## config.mk

```make
export PLATFORM = sky130hd
export DESIGN_NAME = dtc_timer_top
export DESIGN_NICKNAME = d
export VERILOG_FILES = /design/src/hdl/dtc_pkg.sv /design/src/hdl/dtc_tick_div.sv /design/src/hdl/dtc_timer_top.sv
export SDC_FILE = /design/constraint.sdc
export NUM_CORES = 1
export LEC_CHECK = 0
export BUFFER_PORTS_ARGS = -buffer_cell sky130_fd_sc_hd__buf_2
export CAP_MARGIN = 20
export CORE_ASPECT_RATIO = 1.75
export CORE_MARGIN = 8
export CORE_UTILIZATION = 50
export DETAILED_ROUTE_END_ITERATION = 10
export PLACE_DENSITY_LB_ADDON = 0.25
export SYNTH_ARGS = -nofsm -noshare
export SYNTH_HDL_FRONTEND = slang
export SYNTH_SLANG_ARGS = --single-unit
```

## constraint.sdc

```tcl
create_clock -name pclk -period 2.6 [get_ports pclk]
set_input_delay 0.26 -clock pclk [delete_from_list [all_inputs] [get_ports pclk]]
set_output_delay 0.26 -clock pclk [all_outputs]
set_load 0.01 [all_outputs]
```

## src/hdl/dtc_pkg.sv

```systemverilog
// Shared constants and types of the dual timer/counter block.
package dtc_pkg;
   // ****************************************
   // Register indices and byte addresses
   // ****************************************
   localparam int ADDR_W = 10;
   localparam logic [7:0] IDX_RUNFLAGS = 8'h88;
   localparam logic [7:0] IDX_MODE = 8'h89;
   localparam logic [7:0] IDX_T0LO = 8'h8a;
   localparam logic [7:0] IDX_T1LO = 8'h8b;
   localparam logic [7:0] IDX_T0HI = 8'h8c;
   localparam logic [7:0] IDX_T1HI = 8'h8d;
   localparam logic [7:0] IDX_AUXPRE = 8'ha1;
   localparam logic [7:0] IDX_AUXCLK = 8'ha3;
   localparam logic [ADDR_W-1:0] ADDR_RUNFLAGS = {IDX_RUNFLAGS, 2'b00};
   localparam logic [ADDR_W-1:0] ADDR_MODE = {IDX_MODE, 2'b00};
   localparam logic [ADDR_W-1:0] ADDR_T0LO = {IDX_T0LO, 2'b00};
   localparam logic [ADDR_W-1:0] ADDR_T1LO = {IDX_T1LO, 2'b00};
   localparam logic [ADDR_W-1:0] ADDR_T0HI = {IDX_T0HI, 2'b00};
   localparam logic [ADDR_W-1:0] ADDR_T1HI = {IDX_T1HI, 2'b00};
   localparam logic [ADDR_W-1:0] ADDR_AUXPRE = {IDX_AUXPRE, 2'b00};
   localparam logic [ADDR_W-1:0] ADDR_AUXCLK = {IDX_AUXCLK, 2'b00};

   // ****************************************
   // Field positions and reset values
   // ****************************************
   localparam int FLAG1_BIT = 7;
   localparam int RUN1_BIT = 6;
   localparam int FLAG0_BIT = 5;
   localparam int RUN0_BIT = 4;
   localparam int FAST1_BIT = 3;
   localparam int FAST0_BIT = 2;
   localparam int CKO1_BIT = 1;
   localparam int CKO0_BIT = 0;
   localparam int SLOWP_BIT = 4;
   localparam logic [7:0] RST_REG = 8'h00;
   localparam logic [7:0] BYTE_ONES = 8'hff;

   // ****************************************
   // Prescaler ratios in core clock cycles
   // ****************************************
   localparam int DIV_STD = 12;
   localparam int DIV_48 = 48;
   localparam int DIV_192 = 192;

   // ****************************************
   // Types
   // ****************************************
   typedef enum logic [1:0] {MODE_PWM8, MODE_CNT16, MODE_RELOAD8, MODE_SPLIT} dtc_mode_t;
   typedef struct packed {
      logic gate;
      logic ct;
      dtc_mode_t mode;
   } dtc_tmode_t;
endpackage : dtc_pkg

```

## src/hdl/dtc_tick_div.sv

```systemverilog
// Free-running divider that yields a one-cycle enable every DIV clocks.
`timescale 1ns/100ps
module dtc_tick_div
   import dtc_pkg::*;
#(
   parameter int unsigned DIV = 12
)
(
   input wire logic pclk,
   input wire logic presetn,
   output logic tick
);
   localparam int W = $clog2(DIV);
   localparam logic [W-1:0] LAST = W'(DIV - 1);

   logic [W-1:0] cnt_q;

   always_ff @(posedge pclk or negedge presetn)
   begin
      if (!presetn)
         cnt_q <= '0;
      else if (cnt_q == LAST)
         cnt_q <= '0;
      else
         cnt_q <= cnt_q + 1'b1;
   end

   assign tick = (cnt_q == LAST);
endmodule : dtc_tick_div

```

## src/hdl/dtc_timer_top.sv

```systemverilog
// Two timer/counters with prescaler, gating, event counting and clock-out, on APB.
//
// Contract
// - Standard timer rate is one step per 12 clocks.
// - Fast-clock bit makes timer step every clock; timer 0 steps once per 192 clocks when its slow prescale bit is also set.
// - Timer 0 prescale pair picks /12, /1, /48, /192.
// - Counter samples pin per rate tick, counts falls.
// - Counted value appears one sampling cycle after detection.
// - Advance only when run set and gate satisfied; split high byte needs only timer 1's run bit.
// - Mode 0 is 8-bit, rollover sets flag.
// - Mode 1 is 16-bit from both bytes.
// - Mode 2 reloads low byte from high byte.
// - Timer 1 mode 3 holds its count.
// - Timer 0 mode 3 splits; high byte uses timer-1 controls.
// - Clock-out enable forces 8-bit reload, drives clock pin.
// - Timer 1 clock-out uses /12 or /1 only.
// - Timer 0 clock-out divides by 24, 2, 96, 384.
// - Clock-out overflow sets flag, raises no interrupt.
// - Timer 1 overflow feeds baud and clock-out alike.
// - Flags set by overflow/software, cleared by vectoring/software.
// - Run bit written one starts, zero stops.
// - Counter select chooses internal rate or external pin.
// - Mode register: timer 1 high nibble, timer 0 low.
//
// The APB interface to the registers is this design's own decision.
`timescale 1ns/100ps
module dtc_timer_top
   import dtc_pkg::*;
(
   input wire logic pclk,
   input wire logic presetn,
   input wire logic psel,
   input wire logic penable,
   input wire logic pwrite,
   input wire logic [ADDR_W-1:0] paddr,
   input wire logic [31:0] pwdata,
   output logic [31:0] prdata,
   output logic pready,
   output logic pslverr,
   input wire logic timer0_count_input,
   input wire logic timer1_count_input,
   input wire logic external_interrupt_pin0,
   input wire logic external_interrupt_pin1,
   input wire logic timer0_vector_ack,
   input wire logic timer1_vector_ack,
   output logic timer0_irq,
   output logic timer1_irq,
   output logic timer1_overflow,
   output logic timer0_clkout_pin,
   output logic timer0_clkout_oe,
   output logic timer1_clkout_pin,
   output logic timer1_clkout_oe
);

   // ****************************************
   // Register storage
   // ****************************************
   logic [1:0][7:0] tl_q;
   logic [1:0][7:0] th_q;
   logic [1:0][7:0] tl_d;
   logic [1:0][7:0] th_d;
   logic [1:0] run_q;
   logic [1:0] flag_q;
   logic [3:0] timer_run_and_flags_ext_q;
   dtc_tmode_t [1:0] timer_mode_control_q;
   logic [7:0] aux2_q;
   logic slowp_q;
   logic [31:0] prdata_q;
   logic slverr_q;
   logic [1:0] samp_q;
   logic [1:0] pend_q;
   logic [1:0] clkout_q;
   logic t1_ovf_q;

   // ****************************************
   // APB decode
   // ****************************************
   logic acc;
   logic wr;
   logic [7:0] wbyte;
   logic [7:0] rd_d;
   logic miss_d;

   assign acc = psel & penable;
   assign wr = acc & pwrite;
   assign wbyte = pwdata[7:0];
   // Zero wait states: data for a read is caught in the setup cycle.
   assign pready = 1'b1;
   assign prdata = prdata_q;
   assign pslverr = slverr_q;

   always_comb
   begin
      rd_d = 8'h00;
      miss_d = 1'b0;
      unique case (paddr)
         ADDR_RUNFLAGS: rd_d = {flag_q[1], run_q[1], flag_q[0], run_q[0], timer_run_and_flags_ext_q};
         ADDR_MODE: rd_d = timer_mode_control_q;
         ADDR_T0LO: rd_d = tl_q[0];
         ADDR_T1LO: rd_d = tl_q[1];
         ADDR_T0HI: rd_d = th_q[0];
         ADDR_T1HI: rd_d = th_q[1];
         ADDR_AUXPRE: rd_d = 8'(slowp_q) << SLOWP_BIT;
         ADDR_AUXCLK: rd_d = aux2_q;
         default: miss_d = 1'b1;
      endcase
   end

   always_ff @(posedge pclk or negedge presetn)
   begin
      if (!presetn)
      begin
         prdata_q <= '0;
         slverr_q <= 1'b0;
      end
      else if (psel && !penable)
      begin
         prdata_q <= {24'h000000, rd_d};
         slverr_q <= miss_d;
      end
   end

   logic wr_timer_run_and_flags;
   logic wr_timer_mode_control;
   logic wr_aux2;
   logic wr_auxpre;
   logic [1:0] wr_tl;
   logic [1:0] wr_th;

   assign wr_timer_run_and_flags = wr && (paddr == ADDR_RUNFLAGS);
   assign wr_timer_mode_control = wr && (paddr == ADDR_MODE);
   assign wr_aux2 = wr && (paddr == ADDR_AUXCLK);
   assign wr_auxpre = wr && (paddr == ADDR_AUXPRE);
   assign wr_tl = {wr && (paddr == ADDR_T1LO), wr && (paddr == ADDR_T0LO)};
   assign wr_th = {wr && (paddr == ADDR_T1HI), wr && (paddr == ADDR_T0HI)};

   // ****************************************
   // Configuration registers
   // ****************************************
   always_ff @(posedge pclk or negedge presetn)
   begin
      if (!presetn)
      begin
         run_q <= 2'b00;
         timer_run_and_flags_ext_q <= 4'h0;
         timer_mode_control_q <= RST_REG;
         aux2_q <= RST_REG;
         slowp_q <= 1'b0;
      end
      else
      begin
         if (wr_timer_run_and_flags)
         begin
            run_q <= {wbyte[RUN1_BIT], wbyte[RUN0_BIT]};
            timer_run_and_flags_ext_q <= wbyte[3:0];
         end
         if (wr_timer_mode_control)
            timer_mode_control_q <= wbyte;
         if (wr_aux2)
            aux2_q <= wbyte;
         if (wr_auxpre)
            slowp_q <= wbyte[SLOWP_BIT];
      end
   end

   // ****************************************
   // Prescaler
   // ****************************************
   logic tick12;
   logic tick48;
   logic tick192;
   logic [1:0] tick;

   dtc_tick_div #(.DIV(DIV_STD)) u_div12 (.pclk(pclk), .presetn(presetn), .tick(tick12));
   dtc_tick_div #(.DIV(DIV_48)) u_div48 (.pclk(pclk), .presetn(presetn), .tick(tick48));
   dtc_tick_div #(.DIV(DIV_192)) u_div192 (.pclk(pclk), .presetn(presetn), .tick(tick192));

   always_comb
   begin
      unique case ({slowp_q, aux2_q[FAST0_BIT]})
         2'b00: tick[0] = tick12;
         2'b01: tick[0] = 1'b1;
         2'b10: tick[0] = tick48;
         2'b11: tick[0] = tick192;
      endcase
      // Timer 1 has no slow prescale, so clock-out on it is /12 or /1 only.
      tick[1] = aux2_q[FAST1_BIT] ? 1'b1 : tick12;
   end

   // ****************************************
   // Count pin sampling
   // ****************************************
   logic [1:0] pin;

   assign pin = {timer1_count_input, timer0_count_input};

   // The pin is only looked at on rate ticks, so a pulse shorter than one
   // rate cycle may be missed.
   always_ff @(posedge pclk or negedge presetn)
   begin
      if (!presetn)
      begin
         samp_q <= 2'b00;
         pend_q <= 2'b00;
      end
      else
      begin
         for (int i = 0; i < 2; i++)
         begin
            if (tick[i])
            begin
               samp_q[i] <= pin[i];
               pend_q[i] <= samp_q[i] & ~pin[i];
            end
         end
      end
   end

   // ****************************************
   // Count engine
   // ****************************************
   logic [1:0] gate_pin;
   logic [1:0] run_ok;
   logic [1:0] cko;
   logic [1:0] ev;
   logic [1:0] ovf;
   logic split0;
   logic ev_h;
   logic ovf_h;
   dtc_mode_t [1:0] mode_eff;

   assign gate_pin = {external_interrupt_pin1, external_interrupt_pin0};
   assign split0 = (timer_mode_control_q[0].mode == MODE_SPLIT) && !cko[0];

   always_comb
   begin
      for (int i = 0; i < 2; i++)
      begin
         run_ok[i] = run_q[i] & (~timer_mode_control_q[i].gate | gate_pin[i]);
         cko[i] = aux2_q[CKO0_BIT + i] & ~timer_mode_control_q[i].ct;
         ev[i] = tick[i] & run_ok[i] & (timer_mode_control_q[i].ct ? pend_q[i] : 1'b1);
         mode_eff[i] = cko[i] ? MODE_RELOAD8 : timer_mode_control_q[i].mode;
      end
   end

   always_comb
   begin
      tl_d = tl_q;
      th_d = th_q;
      ovf = 2'b00;
      for (int i = 0; i < 2; i++)
      begin
         if (ev[i])
         begin
            unique case (mode_eff[i])
               MODE_PWM8:
               begin
                  tl_d[i] = tl_q[i] + 8'h01;
                  ovf[i] = (tl_q[i] == BYTE_ONES);
               end
               MODE_CNT16:
               begin
                  {th_d[i], tl_d[i]} = {th_q[i], tl_q[i]} + 16'h0001;
                  ovf[i] = ({th_q[i], tl_q[i]} == {BYTE_ONES, BYTE_ONES});
               end
               MODE_RELOAD8:
               begin
                  ovf[i] = (tl_q[i] == BYTE_ONES);
                  tl_d[i] = ovf[i] ? th_q[i] : tl_q[i] + 8'h01;
               end
               MODE_SPLIT:
               begin
                  if (i == 0)
                  begin
                     tl_d[i] = tl_q[i] + 8'h01;
                     ovf[i] = (tl_q[i] == BYTE_ONES);
                  end
               end
            endcase
         end
      end
      // The split high byte is a plain timer on timer 0's rate, run by timer 1's bit.
      ev_h = split0 & tick[0] & run_q[1];
      ovf_h = ev_h && (th_q[0] == BYTE_ONES);
      if (ev_h)
         th_d[0] = th_q[0] + 8'h01;
   end

   // Software writes to a count byte win over a step in the same cycle.
   always_ff @(posedge pclk or negedge presetn)
   begin
      if (!presetn)
      begin
         tl_q <= '0;
         th_q <= '0;
      end
      else
      begin
         for (int i = 0; i < 2; i++)
         begin
            tl_q[i] <= wr_tl[i] ? wbyte : tl_d[i];
            th_q[i] <= wr_th[i] ? wbyte : th_d[i];
         end
      end
   end

   // ****************************************
   // Flags, clock-out and overflow outputs
   // ****************************************
   logic [1:0] hw_set;
   logic [1:0] ack;
   logic [1:0] wflag;

   // In split mode timer 1 loses its flag to the high byte of timer 0.
   assign hw_set = {(ovf[1] & ~split0) | ovf_h, ovf[0]};
   assign ack = {timer1_vector_ack, timer0_vector_ack};
   assign wflag = {wbyte[FLAG1_BIT], wbyte[FLAG0_BIT]};

   always_ff @(posedge pclk or negedge presetn)
   begin
      if (!presetn)
      begin
         flag_q <= 2'b00;
         clkout_q <= 2'b00;
         t1_ovf_q <= 1'b0;
      end
      else
      begin
         for (int i = 0; i < 2; i++)
         begin
            // A hardware set wins over any clear arriving in the same cycle.
            if (hw_set[i])
               flag_q[i] <= 1'b1;
            else if (wr_timer_run_and_flags)
               flag_q[i] <= wflag[i];
            else if (ack[i])
               flag_q[i] <= 1'b0;
            clkout_q[i] <= cko[i] ? (clkout_q[i] ^ ovf[i]) : 1'b0;
         end
         t1_ovf_q <= ovf[1];
      end
   end

   assign timer0_irq = flag_q[0] & ~cko[0];
   assign timer1_irq = flag_q[1] & ~cko[1];
   assign timer1_overflow = t1_ovf_q;
   assign timer0_clkout_pin = clkout_q[0];
   assign timer1_clkout_pin = clkout_q[1];
   assign timer0_clkout_oe = cko[0];
   assign timer1_clkout_oe = cko[1];
endmodule : dtc_timer_top

```

==> metrics.txt <==
run status=completed; number of H-tree levels=3; first-pass GRT wire length=between 20,000 and 30,000 µm; Clock Sink Count=~90; first drt pass iteration count=5; number of max-cap violations=0; kind of start point of the critical path=flop; total grt overflow=0; number of antenna repair diodes=0; via count of the first global-routing pass=approximately 4,800; floorplan row count=a little over 50; path type of the worst setup path=flop to flop; post-synthesis cell area=approximately 5500 µm²; Yosys warning total=0; starting density of the core=50.40%; routed via count divided by cell count=about 6; final instance area=approximately 6300 µm²; sum of routed wire length over all layers=16,520 µm; proportion of synthesized chip area in sequential cells=approximately two fifths; final worst clock skew=between 10 and 15 ps; pre-CTS setup slack=~58 ps; data arrival at the endpoint of the critical path=2750 ps; number of placed cells counting well taps=roughly 790; Nets=roughly 740; unrepaired setup endpoints after global routing=no; Crit. Startpoint=u_div48.cnt_q[0]; detailed router's first-iteration violation count=approximately 360; buffers and inverters on the worst path=1; proportion of layout cells with a drive suffix above 1=18.81%; Reg2Reg Capture Point=tl_q[6]; antenna viol nets, final=0; number of enable flip-flop cells after synthesis=0; clock transition at the registers of the reported paths=roughly 70 ps; Seq cells post-synth=91; Worst-Skew Late Latency=roughly 350 ps; cell chain of the critical path=ha_1 -> nand3_1 -> nor4b_1 -> o32ai_2 -> clkbuf_8 -> or2_1 -> or3_1 -> a21oi_1; most repeated cell in the gate-level netlist after synthesis=sky130_fd_sc_hd__dfrtp_1; Mapped Cells=a little over 600; Die Footprint=roughly 15,000 µm²; post-synth top area share=41.17%; final total negative setup slack=0 ps; global placer's final weighted congestion=just under 1; Critical-path top delay cell=sky130_fd_sc_hd__dfrtp_1; count of final setup violators=0; number of gates on the worst path with buffers counted=8; library cell with the largest summed area after synthesis=sky130_fd_sc_hd__dfrtp_1; ratio of final minimum period to clock period=between 90% and 100%; total track usage=22.58%; final standard cell count with taps included and fillers excluded=between 800 and 900; routed wire length per instance=about 20 µm; total clock buffers created by CTS=9; clock tree from TritonCTS=built; static leakage power=0.002756 µW; Data required, critical path=2880 ps; initial antenna violation count=0; maximum number of buffers from clock root to sink=2; Tightest Pin Transition=around 700 ps; die width=about 96 µm; final hold slack=163.5 ps; IR Drop Worst-Case VDD=between 0.3 and 0.4 mV; tightest slew margin relative to the limit=53.85%; classification of the worst-slack hold path=input port to flop; I/O Buffers=44; Slowest Stage Delay on Critical Path=410 ps; beginning of the worst register-to-register path=u_div48.cnt_q[0]; Top delay family on crit path=simple AND/OR/NAND/NOR gates; Hold Violations, Final=0; IO Pins=between 90 and 100; estimated wirelength of the detail-placed design=approximately 13,000 µm; max-slew violations=0; fill cell count=approximately 1,000; slack of the worst reg-to-reg path=~130 ps; Cell variety after synth=60; Critical Path Fanout Max=14; worst-case setup margin in the final layout=about 130 ps; Critical Path Sink=tl_q[6]; Die Y=155.1 µm; async set-or-reset flop fraction in the synthesized netlist=100.0%; post-synthesis area per instance=roughly 9 µm²; Synth Flop Type=sky130_fd_sc_hd__dfrtp_1; Synth top cells by count=sky130_fd_sc_hd__dfrtp_1 (91), sky130_fd_sc_hd__nor2_1 (70), sky130_fd_sc_hd__nand2_1 (58); maximum clock frequency=between 400 and 500 MHz; Critical Path End Type=flop; instance area after placement=5946 µm²; Area contributors post-synth=sky130_fd_sc_hd__dfrtp_1 (41%), sky130_fd_sc_hd__mux2_2 (5.7%), sky130_fd_sc_hd__nor2_1 (4.8%); placeable core region=between 10,000 and 15,000 µm²; area delta synth->final=13.44%; maximum number of pins on one net before global-route repair=53; Min Clock Period, post-route=2474 ps; Root Driver=sky130_fd_sc_hd__clkbuf_16; count of cells along the worst register-to-register path=8; number of vias after detailed routing=about 4,900; post-route DRC violation count=0; power density relative to cell area=around 470 nW/µm²; setup bufs post-CTS=0
[worst reg2reg max path, stage by stage (launching register included)]
cell                       delay (ps)
sky130_fd_sc_hd__dfrtp_1          410
sky130_fd_sc_hd__ha_1             240
sky130_fd_sc_hd__nand3_1          150
sky130_fd_sc_hd__nor4b_1          400
sky130_fd_sc_hd__o32ai_2          170
sky130_fd_sc_hd__clkbuf_8         220
sky130_fd_sc_hd__or2_1            290
sky130_fd_sc_hd__or3_1            390
sky130_fd_sc_hd__a21oi_1          120
[layer usage]
layer	routed length, µm	track usage (%)	share of wire, %	vias up
met3	928	3.521	5.6	61
li1	-	-	-	2257
met2	8531	38.28	52	192
met1	5993	24.57	36	2369
met5	0	0	0	-
met4	1070	16.29	6.5	0
[power breakdown]
| part | internal [µW] | switching, µW |
|---|---|---|
| clock network | 674 | 624 |
| logic | 65.7 | 141 |
| registers | 1440 | 19.1 |
[cells by family after synthesis]
group | after synthesis | synth area share [%]
AND/OR/NAND/NOR | 235 | 21.49
AO/OA/AOI/OAI | 142 | 16.53
flip-flops | 91 | 41.17
buffers and inverters | 56 | 5.587
multiplexers | 36 | 7.148
XOR/XNOR | 33 | 5.225
adder cells (fa/ha/maj) | 12 | 2.714
other | 2 | 0.1358
[how the worst min path moves through the flow]
stage,start,endpoint,cells after the start,slack (ps)
final,timer0_count_input,samp_q[0],2,160
after global routing,timer0_count_input,samp_q[0],2,170
after CTS,timer0_count_input,samp_q[0],2,150
after detailed placement,presetn,tl_q[11],1,350
after global placement,presetn,tl_q[11],1,340
after floorplan,presetn,aux2_q[0],0,-40
[flip-flops by register name (all words and copies together) (netlist names)]
name	cells
aux2_q	8
clkout_q	2
flag_q	2
pend_q	2
prdata	8
pslverr	1
run_q	2
samp_q	2
slowp_q	1
th_q	16
timer1_overflow	1
timer_mode_control_q	8
timer_run_and_flags_ext_q	4
tl_q	16
u_div12.cnt_q	4
u_div192.cnt_q	8
u_div48.cnt_q	6
[cell usage in the layout (no fill, tap or decap), types with 21 or more instances in the layout]
| cell type | instances |
|---|---|
| sky130_fd_sc_hd__nand3_1 | 23 |
| sky130_fd_sc_hd__buf_2 | 43 |
| sky130_fd_sc_hd__xnor2_1 | 21 |
| sky130_fd_sc_hd__buf_4 | 24 |
| sky130_fd_sc_hd__nand2_1 | 58 |
| sky130_fd_sc_hd__mux2_2 | 28 |
| sky130_fd_sc_hd__a21oi_1 | 37 |
| sky130_fd_sc_hd__nor2_1 | 69 |
| sky130_fd_sc_hd__dfrtp_1 | 91 |
| sky130_fd_sc_hd__o21ai_0 | 38 |
| sky130_fd_sc_hd__conb_1 | 25 |
[final cells by class]
cell class	instances	area, µm²	share of cell area, %
clock buffers	9	225.2	3.589
clock inverters	7	68.82	1.097
inverters	15	56.30	0.8973
multi-input cells	483	3043	48.49
flip-flops and latches	91	2277	36.29
well taps	132	165.2	2.632
repair buffers	70	439.2	6.999
[timing repair]
| action | 4_1_cts | 5_1_grt |
|---|---|---|
| hold endpoints to repair | 51 | 0 |
| setup endpoints to repair | 0 | 3 |
| hold buffers | 1 | 0 |
| gates resized for setup | 0 | 3 |
[per-stage QoR]
step	utilization (%)	total power, µW
after floorplan	-	1593
after global placement	54.17	1682
after detailed placement	54.17	1687
after CTS	56.94	2978
after global routing	57.17	3051
final	57.17	2959
No activity file was read; power rests on OpenSTA's default activity.
